--- config.mk ---
export PLATFORM = sky130hd
export DESIGN_NAME = cond_seq_top
export DESIGN_NICKNAME = d
export VERILOG_FILES = /design/src/pkg/cond_flags_pkg.sv /design/src/cond_seq_top.sv /design/src/flag_calc.sv /design/src/addr_gen.sv
export SDC_FILE = /design/constraint.sdc
export NUM_CORES = 1
export LEC_CHECK = 0
export BUFFER_PORTS_ARGS = -buffer_cell sky130_fd_sc_hd__buf_2
export CAP_MARGIN = 30
export CORE_MARGIN = 2
export CORE_UTILIZATION = 61
export CTS_CLUSTER_DIAMETER = 150
export DETAILED_ROUTE_END_ITERATION = 10
export GPL_TIMING_DRIVEN = 0
export HOLD_SLACK_MARGIN = 0.12
export PLACE_DENSITY = 0.84
export SLEW_MARGIN = 20
export SYNTH_ARGS = -nofsm -noshare
export SYNTH_HDL_FRONTEND = slang
export SYNTH_SLANG_ARGS = --single-unit
--- constraint.sdc ---
create_clock -name clk -period 5.6 [get_ports clk]
set_input_delay 1.12 -clock clk [delete_from_list [all_inputs] [get_ports clk]]
set_output_delay 1.12 -clock clk [all_outputs]
set_load 0.02 [all_outputs]
--- src/pkg/cond_flags_pkg.sv ---
// Functional notes
// [RL1] eight-bit condition register tested by branches
// [RL2] register changes only on listed events
// [RL3] zero-and-add zoned sets bits 7/6/5
// [RL4] zoned add/sub adds overflow on bit 4
// [RL5] edit reports operand two zero/neg/pos
// [RL6] edit flags only on qualifying conditions
// [RL7] compare/subtract characters: equal, low, high
// [RL8] compare immediate: equal, low, high
// [RL9] add logical/register: zero, nocarry, carry, bit2
// [RL10] subtract from register: zero, below, above
// [RL11] test bits set bit 3 on mismatch
// [RL12] shift right: zero, even, odd, bit2
// [RL13] branch or jump clears tested bit
// [RL14] register load decodes instruction bits 10-15
// [RL15] resets load condition register with 01
// [RL16] operand pointer decrements per byte
// [RL17] insert-and-test increments operand pointer
// [RL18] direct address loads storage latch unchanged
// [RL19] indexed address is index plus displacement
// [RL20] instruction selects index register one or two
// [RL21] fetch advances address by one or two
// [RL22] execute only after all bytes fetched
// [RL23] taken branch loads target into address
// [RL24] undefined bits keep previous values; register load (OP_LOADCR) clears bits 1 and 0
package cond_flags_pkg;
  // ****************************************
  // register map
  // ****************************************
  localparam logic [3:0] ADDR_COND = 4'h0;
  localparam logic [3:0] ADDR_INSN_ADDR = 4'h1;
  localparam logic [3:0] ADDR_INDEX_ONE = 4'h2;
  localparam logic [3:0] ADDR_INDEX_TWO = 4'h3;
  localparam logic [3:0] ADDR_OPER_PTR = 4'h4;
  localparam logic [3:0] ADDR_STORE_ADDR = 4'h5;
  localparam logic [3:0] ADDR_STATUS = 4'h6;
  localparam logic [3:0] ADDR_CTRL = 4'h7;
  localparam logic [3:0] ADDR_DATA = 4'h8;
  localparam logic [7:0] COND_RESET = 8'h01;
  localparam logic [7:0] EDIT_FILL = 8'h20;
  // ****************************************
  // condition bit positions
  // ****************************************
  localparam int B_ZERO = 7;
  localparam int B_NEG = 6;
  localparam int B_POS = 5;
  localparam int B_OVF = 4;
  localparam int B_TEST = 3;
  localparam int B_CARRY = 2;
  // ****************************************
  // control register fields
  // ****************************************
  localparam int C_OP_LO = 0;
  localparam int C_OP_HI = 3;
  localparam int C_GO = 4;
  localparam int C_PROC_RESET = 5;
  localparam int C_WIDE = 6;
  localparam int C_INDEXED = 7;
  localparam int C_XSEL = 8;
  localparam int C_ITC = 9;
  localparam int C_LEN_LO = 10;
  localparam int C_LEN_HI = 12;
  localparam int C_DISP_LO = 16;
  localparam int C_DISP_HI = 23;
  localparam int C_IMM_LO = 24;
  localparam int C_IMM_HI = 31;
  // ****************************************
  // operation codes of the control register
  // ****************************************
  typedef enum logic [3:0] {
    OP_NONE, OP_ZAZ, OP_AZSZ, OP_EDIT, OP_CMPC, OP_CMPI, OP_ADDL, OP_SUBR,
    OP_TBON, OP_TBOF, OP_SHR, OP_BRANCH, OP_LOADCR, OP_ADDR_ONLY
  } op_t;
endpackage

--- src/cond_seq_top.sv ---
// Added by the designer: register access over Avalon-MM and the placing of the registers.
`timescale 1ns/1ns
module cond_seq_top
  import cond_flags_pkg::*;
(
  input wire logic clk,
  input wire logic rst_n,
  input wire logic [3:0] address,
  input wire logic read,
  input wire logic write,
  input wire logic [31:0] writedata,
  input wire logic [3:0] byteenable,
  output logic [31:0] readdata,
  output logic waitrequest,
  output logic [15:0] storage_addr,
  output logic [7:0] cond_flags,
  output logic busy
);
  import cond_flags_pkg::*;

  // ****************************************
  // sequencer states
  // ****************************************
  typedef enum logic [1:0] {S_IDLE, S_FETCH, S_EXEC, S_DONE} seq_t;

  function automatic logic [31:0] merge(input logic [31:0] old, input logic [31:0] d,
    input logic [3:0] be);
    logic [31:0] m;
    m = old;
    for (int i = 0; i < 4; i++)
      if (be[i])
        m[i*8 +: 8] = d[i*8 +: 8];
    return m;
  endfunction

  logic [7:0] cond_r, cond_nxt;
  logic [15:0] insn_addr_r, insn_addr_nxt;
  logic [15:0] index_one_r, index_one_nxt;
  logic [15:0] index_two_r, index_two_nxt;
  logic [15:0] oper_ptr_r, oper_ptr_nxt;
  logic [15:0] store_addr_r, store_addr_nxt;
  logic [31:0] ctrl_r, ctrl_nxt;
  logic [31:0] data_r, data_nxt;
  logic [2:0] left_r, left_nxt;
  logic [2:0] bytes_r, bytes_nxt;
  seq_t state_r, state_nxt;
  logic [31:0] readdata_nxt;
  logic ack_r, ack_nxt;
  logic [7:0] flag_out;
  logic [15:0] eff_addr;
  logic [16:0] sum;
  logic [15:0] diff;
  logic [15:0] res;
  logic [15:0] shr;
  logic ovf;
  op_t op;
  logic is_wr, is_rd;

  // data register holds operand one low half, operand two high half
  assign op = op_t'(ctrl_r[C_OP_HI:C_OP_LO]);
  assign is_wr = write && ack_r;
  assign is_rd = read && !ack_r;

  always_comb
  begin
    sum = {1'b0, data_r[15:0]} + {1'b0, data_r[31:16]};
    diff = 16'(data_r[15:0] - data_r[31:16]);
    shr = {1'b0, data_r[15:1]};
    ovf = (data_r[15] == data_r[31]) && (sum[15] != data_r[15]);
    case (op)
      OP_ZAZ: res = data_r[31:16];
      OP_AZSZ: res = ctrl_r[C_ITC] ? diff : sum[15:0];
      OP_EDIT: res = data_r[31:16];
      OP_ADDL: res = sum[15:0];
      OP_SHR: res = shr;
      default: res = diff;
    endcase
  end

  flag_calc u_flags (
    .op(ctrl_r[C_OP_HI:C_OP_LO]),
    .cond_in(cond_r),
    .res(res),
    .opnd_a(data_r[15:0]),
    .opnd_b(data_r[31:16]),
    .imm(ctrl_r[C_IMM_HI:C_IMM_LO]),
    .carry(sum[16]),
    .ovf(ovf),
    .shifted_one(data_r[0]),
    .insn_word(data_r[15:0]),
    .cond_out(flag_out)
  );

  addr_gen u_addr (
    .indexed(ctrl_r[C_INDEXED]),
    .xsel(ctrl_r[C_XSEL]),
    .direct_addr(data_r[15:0]),
    .disp(ctrl_r[C_DISP_HI:C_DISP_LO]),
    .index_one(index_one_r),
    .index_two(index_two_r),
    .eff_addr(eff_addr)
  );

  // ****************************************
  // next-state logic
  // ****************************************
  always_comb
  begin
    cond_nxt = cond_r;
    insn_addr_nxt = insn_addr_r;
    index_one_nxt = index_one_r;
    index_two_nxt = index_two_r;
    oper_ptr_nxt = oper_ptr_r;
    store_addr_nxt = store_addr_r;
    ctrl_nxt = ctrl_r;
    data_nxt = data_r;
    left_nxt = left_r;
    bytes_nxt = bytes_r;
    state_nxt = state_r;
    readdata_nxt = 32'h0000_0000;
    ack_nxt = 1'b0;
    // one wait cycle per access; a write lands only at the edge that sees the answer
    if ((read || write) && !ack_r)
      ack_nxt = 1'b1;
    if (is_rd)
      case (address)
        ADDR_COND: readdata_nxt = {24'h000000, cond_r};
        ADDR_INSN_ADDR: readdata_nxt = {16'h0000, insn_addr_r};
        ADDR_INDEX_ONE: readdata_nxt = {16'h0000, index_one_r};
        ADDR_INDEX_TWO: readdata_nxt = {16'h0000, index_two_r};
        ADDR_OPER_PTR: readdata_nxt = {16'h0000, oper_ptr_r};
        ADDR_STORE_ADDR: readdata_nxt = {16'h0000, store_addr_r};
        ADDR_STATUS: readdata_nxt = {29'h0000_0000, left_r};
        ADDR_CTRL: readdata_nxt = ctrl_r;
        ADDR_DATA: readdata_nxt = data_r;
        default: readdata_nxt = 32'h0000_0000;
      endcase
    case (state_r)
      S_IDLE:
        if (ctrl_r[C_GO])
        begin
          left_nxt = ctrl_r[C_LEN_HI:C_LEN_LO];
          bytes_nxt = 3'h0;
          state_nxt = S_FETCH;
        end
      S_FETCH:
        if (left_r == 3'h0)
          state_nxt = S_EXEC; // see [RL22]
        else if (ctrl_r[C_WIDE] && left_r > 3'h1)
        begin
          insn_addr_nxt = 16'(insn_addr_r + 16'h0002); // see [RL21]
          left_nxt = 3'(left_r - 3'h2);
        end
        else
        begin
          insn_addr_nxt = 16'(insn_addr_r + 16'h0001); // see [RL21]
          left_nxt = 3'(left_r - 3'h1);
        end
      S_EXEC:
      begin
        cond_nxt = flag_out; // see [RL2]
        if (op == OP_BRANCH)
        begin
          // control immediate field is the mask; taken when any masked condition bit is set
          if (ctrl_r[C_IMM_LO + B_TEST])
            cond_nxt[B_TEST] = 1'b0; // see [RL13]
          if (ctrl_r[C_IMM_LO + B_OVF])
            cond_nxt[B_OVF] = 1'b0; // see [RL13]
          if ((cond_r & ctrl_r[C_IMM_HI:C_IMM_LO]) != 8'h00)
            insn_addr_nxt = eff_addr; // see [RL23]
        end
        else
        begin
          store_addr_nxt = eff_addr; // see [RL18]
          if (ctrl_r[C_INDEXED])
            oper_ptr_nxt = eff_addr; // see [RL19]
          else
            oper_ptr_nxt = data_r[15:0];
        end
        state_nxt = S_DONE;
      end
      S_DONE:
      begin
        ctrl_nxt[C_GO] = 1'b0;
        state_nxt = S_IDLE;
      end
      default: state_nxt = S_IDLE;
    endcase
    if (is_wr)
      case (address)
        ADDR_COND: if (byteenable[0]) cond_nxt = writedata[7:0]; // see [RL2]
        ADDR_INSN_ADDR:
          insn_addr_nxt = 16'(merge({16'h0000, insn_addr_r}, writedata, byteenable));
        ADDR_INDEX_ONE:
          index_one_nxt = 16'(merge({16'h0000, index_one_r}, writedata, byteenable));
        ADDR_INDEX_TWO:
          index_two_nxt = 16'(merge({16'h0000, index_two_r}, writedata, byteenable));
        ADDR_STORE_ADDR:
          // pulse: C_ITC clear in data and control steps operand pointer down, C_ITC set in either steps it up for insert-and-test
          if (writedata[C_ITC] || ctrl_r[C_ITC])
            oper_ptr_nxt = 16'(oper_ptr_r + 16'h0001); // see [RL17]
          else
            oper_ptr_nxt = 16'(oper_ptr_r - 16'h0001); // see [RL16]
        ADDR_CTRL:
          if (state_r == S_IDLE)
            ctrl_nxt = merge(ctrl_r, writedata, byteenable);
        ADDR_DATA: data_nxt = merge(data_r, writedata, byteenable);
        default: ;
      endcase
    if (is_wr && address == ADDR_CTRL && writedata[C_PROC_RESET] && byteenable[0])
    begin
      cond_nxt = COND_RESET; // see [RL15]
      ctrl_nxt = 32'h0000_0000;
      state_nxt = S_IDLE;
    end
  end

  // ****************************************
  // registers
  // ****************************************
  always_ff @(posedge clk)
  begin
    if (!rst_n)
    begin
      cond_r <= COND_RESET; // see [RL15] see [RL1]
      insn_addr_r <= 16'h0000;
      index_one_r <= 16'h0000;
      index_two_r <= 16'h0000;
      oper_ptr_r <= 16'h0000;
      store_addr_r <= 16'h0000;
      ctrl_r <= 32'h0000_0000;
      data_r <= 32'h0000_0000;
      left_r <= 3'h0;
      bytes_r <= 3'h0;
      state_r <= S_IDLE;
      readdata <= 32'h0000_0000;
      ack_r <= 1'b0;
    end
    else
    begin
      cond_r <= cond_nxt;
      insn_addr_r <= insn_addr_nxt;
      index_one_r <= index_one_nxt;
      index_two_r <= index_two_nxt;
      oper_ptr_r <= oper_ptr_nxt;
      store_addr_r <= store_addr_nxt;
      ctrl_r <= ctrl_nxt;
      data_r <= data_nxt;
      left_r <= left_nxt;
      bytes_r <= bytes_nxt;
      state_r <= state_nxt;
      readdata <= readdata_nxt;
      ack_r <= ack_nxt;
    end
  end

  always_ff @(posedge clk)
  begin
    if (!rst_n)
    begin
      waitrequest <= 1'b1;
      storage_addr <= 16'h0000;
      cond_flags <= COND_RESET;
      busy <= 1'b0;
    end
    else
    begin
      waitrequest <= !((read || write) && !ack_r && !ack_nxt) && !ack_nxt;
      storage_addr <= store_addr_nxt;
      cond_flags <= cond_nxt;
      busy <= state_nxt != S_IDLE;
    end
  end
endmodule

--- src/flag_calc.sv ---
`timescale 1ns/1ns
module flag_calc
  import cond_flags_pkg::*;
(
  input wire logic [3:0] op,
  input wire logic [7:0] cond_in,
  input wire logic [15:0] res,
  input wire logic [15:0] opnd_a,
  input wire logic [15:0] opnd_b,
  input wire logic [7:0] imm,
  input wire logic carry,
  input wire logic ovf,
  input wire logic shifted_one,
  input wire logic [15:0] insn_word,
  output logic [7:0] cond_out
);
  function automatic logic [7:0] tri_set(input logic [7:0] c, input logic z,
    input logic n, input logic p);
    logic [7:0] t;
    t = c;
    t[B_ZERO] = z;
    t[B_NEG] = n;
    t[B_POS] = p;
    return t;
  endfunction

  logic zr;
  logic edit_ok;
  always_comb
  begin
    zr = (res == 16'h0000);
    edit_ok = !zr || cond_in[B_ZERO] || (opnd_a[7:0] == EDIT_FILL); // see [RL6]
    cond_out = cond_in; // see [RL24]
    case (op)
      OP_ZAZ: cond_out = tri_set(cond_in, zr, !zr && res[15], !zr && !res[15]); // see [RL3]
      OP_AZSZ:
      begin
        cond_out = tri_set(cond_in, zr, !zr && res[15], !zr && !res[15]); // see [RL4]
        cond_out[B_OVF] = ovf ? 1'b1 : cond_in[B_OVF];
      end
      OP_EDIT:
        if (edit_ok)
          cond_out = tri_set(cond_in, zr, !zr && res[15], !zr && !res[15]); // see [RL5]
      OP_CMPC, OP_SUBR:
        cond_out = tri_set(cond_in, opnd_a == opnd_b, opnd_a < opnd_b,
          opnd_a > opnd_b); // see [RL7] see [RL10]
      OP_CMPI:
        cond_out = tri_set(cond_in, opnd_a[7:0] == imm, opnd_a[7:0] < imm,
          opnd_a[7:0] > imm); // see [RL8]
      OP_ADDL:
      begin
        cond_out = tri_set(cond_in, zr, !zr && !carry, !zr && carry); // see [RL9]
        cond_out[B_CARRY] = carry;
      end
      OP_TBON: cond_out[B_TEST] = (opnd_a[7:0] & imm) != imm; // see [RL11]
      OP_TBOF: cond_out[B_TEST] = (opnd_a[7:0] & imm) != 8'h00; // see [RL11]
      OP_SHR:
      begin
        cond_out = tri_set(cond_in, zr, !zr && !res[0], res[0]); // see [RL12]
        cond_out[B_CARRY] = shifted_one;
      end
      OP_LOADCR:
      begin
        cond_out = 8'h00; // see [RL14]
        cond_out[B_ZERO] = insn_word[15];
        cond_out[B_NEG] = !insn_word[15] && insn_word[14];
        cond_out[B_POS] = !insn_word[15] && !insn_word[14];
        cond_out[B_OVF] = insn_word[12];
        cond_out[B_TEST] = insn_word[11];
        cond_out[B_CARRY] = insn_word[10];
      end
      default: cond_out = cond_in;
    endcase
  end
endmodule

--- src/addr_gen.sv ---
`timescale 1ns/1ns
module addr_gen
(
  input wire logic indexed,
  input wire logic xsel,
  input wire logic [15:0] direct_addr,
  input wire logic [7:0] disp,
  input wire logic [15:0] index_one,
  input wire logic [15:0] index_two,
  output logic [15:0] eff_addr
);
  logic [15:0] base;
  always_comb
  begin
    base = xsel ? index_two : index_one; // see [RL20]
    eff_addr = indexed ? 16'(base + {8'h00, disp}) : direct_addr; // see [RL19] see [RL18]
  end
endmodule

==> impl_metrics.csv <==
group,metric,value,unit
die,core-area,0.02089,mm2
synthesis,synthArstFlopShare,0,
place,dp.cells,2012,
detailed_routing,dr_wl_met3,6226,um
sta,final.setup.tns,0,ns
clocking,h-tree-depth,4,
synthesis,synth_most_common_cell,"dfxtp_1",
sta,timing.slew.headroom,0.3270,
grt,overflow,0,
synthesis,synth_ff_type,"dfxtp_1",
detailed_routing,viasPerCell,6.887,
detailed_routing,drtAntennaViolNets,0,
clocking,cts_tree,"done",
synthesis,synthAdderAreaFrac,0.09037,
grt,grt_pass1_wl,75950,um
sta,setup_viol,0,
place,dp_hpwl,39400,um
die,ios,102,
clocking,clockBufferDepth,2,
sta,fin_skew,0.02344,ns
layout,utilization,0.6901,
die,start_util,0.6190,
worst_setup_path,slowest_stage,"a2111oi_2",
synthesis,yosys.area_share.simple,0.2068,
worst_setup_path,crit_path_start_kind,"register",
sta,final_max_slew_viol_count,0,
synthesis,ys_types,83,
detailed_routing,dr_wl_met2,22860,um
run_status,outcome,"finished, final reports clean",
grt,antenna_found_initial,0,
clocking,cts_sinks,192,
place,io_buffer_count,97,
synthesis,yosysTopAreaCell,"dfxtp_1",
detailed_routing,wl,51580,um
layout,multi_input_area,0.008414,mm2
detailed_routing,highest_layer,"met4",
synthesis,syn_inst,1639,
sta,final_min_period_over_clock_period,0.9478,
worst_setup_path,end_kind,"register",
sta,fin_crit,5.308,ns
grt,grt_pass1_vias,13100,
synthesis,yosysWarnings,0,
layout,n_antenna_cell,0,
pwr,p_switching,1.377,mW
detailed_routing,drc,0,
pwr,swShare,0.3663,
synthesis,synth.top_cells.by_count,"dfxtp_1 (192), nor2_1 (173), nand2_1 (162)",
die,die_x,149.6,um
place,place.gp.congestion,1.027,
die,die_h,149.6,um
pwr,vdd_drop_max,0.2674,mV
die,dieArea,0.02238,mm2
synthesis,ys_ff_latch,192,
worst_setup_path,crit_required,5.92,ns
worst_hold_path,hold_path.class,"register to register",
layout,area_growth,11.48,%
sta,hold_viol,0,
synthesis,syn_area_per_cell,7.890,um2
worst_setup_path,critical_path_arrival,5.63,ns
layout,nets,1891,
die,num_rows,53,
worst_setup_path,path_class,"register to register",
synthesis,netlist.area_leader.share,0.2972,
pwr,pwr-share-seq,0.424,
sta,worstMarginPinSlew,1.000,ns
layout,seqCellArea,0.003844,mm2
worst_setup_path,cpLargestDelayFamily,"compound AO/OA/AOI/OAI gates",
layout,drive_gt1_frac,0.09893,
pwr,power,3.760,mW
detailed_routing,via_count,14080,
grt,grt_max_degree,24,
synthesis,synthesis.area,0.01293,mm2
detailed_routing,drt_first_pass_iters,7,
synthesis,synth_top_family_by_area,"compound AO/OA/AOI/OAI gates",
worst_setup_path,crit_path_max_incr_delay,0.70,ns
worst_setup_path,worstPathCellList,"buf_1 -> clkbuf_1 -> mux2_2 -> ha_1 -> fa_1 -> a21o_1 -> a21oi_1 -> o21bai_1 -> a2111oi_2 -> nor4b_1 -> xnor2_1 -> mux2i_1 -> a21oi_1 -> a221oi_1 -> nor3_1",
pwr,p_comb_frac,0.223,
layout,fill_cells,1783,
synthesis,syn_nets,1774,
sta,max_freq,188.4,MHz
synthesis,muxShareOfSynthArea,0.08186,
detailed_routing,drtIter0Drc,1930,
sta,rsz0062_at_grt,"false",
worst_setup_path,crit_fanout,10,
pwr,power_density,260.8,mW/mm2
worst_setup_path,crit_buf_inv,2,
worst_setup_path,crit_top_cell,"a21oi_1",
synthesis,synth_edf_count,0,
clocking,clkSlewWorstSetupHoldPaths,0.08,ns
detailed_routing,wl_per_cell,25.23,um
synthesis,synthTopCellsByArea,"dfxtp_1 (30%), ha_1 (8.4%), mux2i_1 (6.5%)",
pwr,p_leak,5.632,nW
grt,grt_usage,0.4486,
clocking,cts_buffers,17,
detailed_routing,drt-met1-wl,18260,um
job,cap_violations,0,
pwr,clkPwrFrac,0.352,
clocking,insertion_delay,0.46,ns
pwr,internal_power,2.383,mW
layout,finalNonFillerCells,2044,
sta,holdWs,0.4647,ns
synthesis,synthXorXnorAreaFrac,0.02709,
clocking,cts_root_buf,"clkbuf_16",
synthesis,synth_compound_area_frac,0.2439,
synthesis,yosysSeqAreaShare,0.2972,
[cell families (layout without fill, tap and decap cells)]
| logic type | Yosys count | count (layout) |
|---|---|---|
| compound gates | 462 | 462 |
| xor+xnor | 40 | 40 |
| fa+ha+maj | 91 | 91 |
| buf+inv | 178 | 308 |
| flops | 192 | 192 |
| mux | 103 | 103 |
| simple gates | 573 | 573 |
[layer usage]
metal,GRT usage,vias up
met2,0.7122,1039
met5,0,-
met3,0.1076,306
met1,0.5371,6502
li1,-,6230
met4,0.3057,0
[area by class of cell]
type	instances	area share
Inverter	80	0.02083
Tap cell	275	0.02387
Sequential cell	192	0.2666
Timing Repair Buffer	98	0.03402
Clock inverter	15	0.01493
Multi-Input combinational cell	1269	0.5837
Clock buffer	17	0.02951
Buffer	98	0.02647
[layout by cell type, fill, tap and decap left out, types with 7 or more instances in the layout]
| cell | count |
|---|---|
| mux2i_1 | 84 |
| nor2_1 | 172 |
| xnor2_1 | 23 |
| nand3_1 | 68 |
| buf_2 | 103 |
| o21ai_0 | 64 |
| inv_1 | 80 |
| and2_1 | 14 |
| and3_1 | 14 |
| a41oi_1 | 7 |
| nand2_1 | 162 |
| nor3_1 | 41 |
| o31ai_1 | 8 |
| clkbuf_1 | 85 |
| nand4_1 | 12 |
| nor2b_1 | 23 |
| nand2b_1 | 20 |
| a22oi_1 | 48 |
| a21oi_1 | 130 |
| clkbuf_16 | 17 |
| a222oi_1 | 13 |
| a21o_1 | 14 |
| ha_1 | 87 |
| dfxtp_1 | 192 |
| nor4_1 | 13 |
| mux2_2 | 18 |
| buf_1 | 7 |
| xor2_1 | 17 |
| a221oi_1 | 14 |
| o221ai_1 | 7 |
| o211ai_1 | 17 |
| o22ai_1 | 12 |
| o32ai_1 | 8 |
| a211oi_1 | 25 |
| a31oi_1 | 25 |
[path summary, 6_finish.rpt]
| check | to | slack [ns] | from | cells past startpoint |
|---|---|---|---|---|
| worst min register to register | ctrl_r[5]$_SDFFE_PP0P_ | 0.46 | ctrl_r[5]$_SDFFE_PP0P_ | 2 |
| worst max-delay path | insn_addr_r[12]$_SDFFE_PN0P_ | 0.29 | ctrl_r[8]$_SDFFE_PP0P_ | 15 |
| worst max register to register | insn_addr_r[12]$_SDFFE_PN0P_ | 0.29 | ctrl_r[8]$_SDFFE_PP0P_ | 15 |
| worst min-delay path | ctrl_r[5]$_SDFFE_PP0P_ | 0.46 | ctrl_r[5]$_SDFFE_PP0P_ | 2 |
[flip-flops by register name (all words and copies together), names as in the netlist]
name	cells
ack_r	1
busy	1
cond_flags	8
ctrl_r	32
data_r	32
index_one_r	16
index_two_r	16
insn_addr_r	16
left_r	3
oper_ptr_r	16
readdata	32
state_r	2
storage_addr	16
waitrequest	1
[worst reg2reg max path, cell delays in order, from the launching register on]
cell and delay [ns]:
dfxtp_1 0.40, buf_1 0.46, clkbuf_1 0.59, mux2_2 0.44
ha_1 0.21, fa_1 0.41, a21o_1 0.19, a21oi_1 0.21
o21bai_1 0.19, a2111oi_2 0.70, nor4b_1 0.14, xnor2_1 0.16
mux2i_1 0.54, a21oi_1 0.15, a221oi_1 0.29, nor3_1 0.08
[stage by stage]
stage | instance area (um2) | worst slack (ns)
global route | 14420 | 0.1121
CTS | 14410 | 0.2556
floorplan | 12930 | 1.188
finish | 14420 | 0.2925
detailed placement | 13770 | 0.2687
global placement | 13760 | 0.0001474
[power by group through the flow]
stage | logic, mW | registers [mW] | clock network (mW)
floorplan | 0.521 | 1.61 | 0
global placement | 0.787 | 1.61 | 0
detailed placement | 0.808 | 1.61 | 0
CTS | 0.814 | 1.58 | 1.31
global route | 0.901 | 1.59 | 1.36
finish | 0.840 | 1.59 | 1.32
[timing repair]
| item | 4_1_cts | 5_1_grt |
|---|---|---|
| gates resized for setup | 0 | 1 |
| setup endpoints to repair | 0 | 4 |
| setup buffers | 0 | 0 |
| hold endpoints to repair | 0 | 0 |
| hold buffers | 0 | 0 |
No activity file was read; power rests on OpenSTA's default activity.
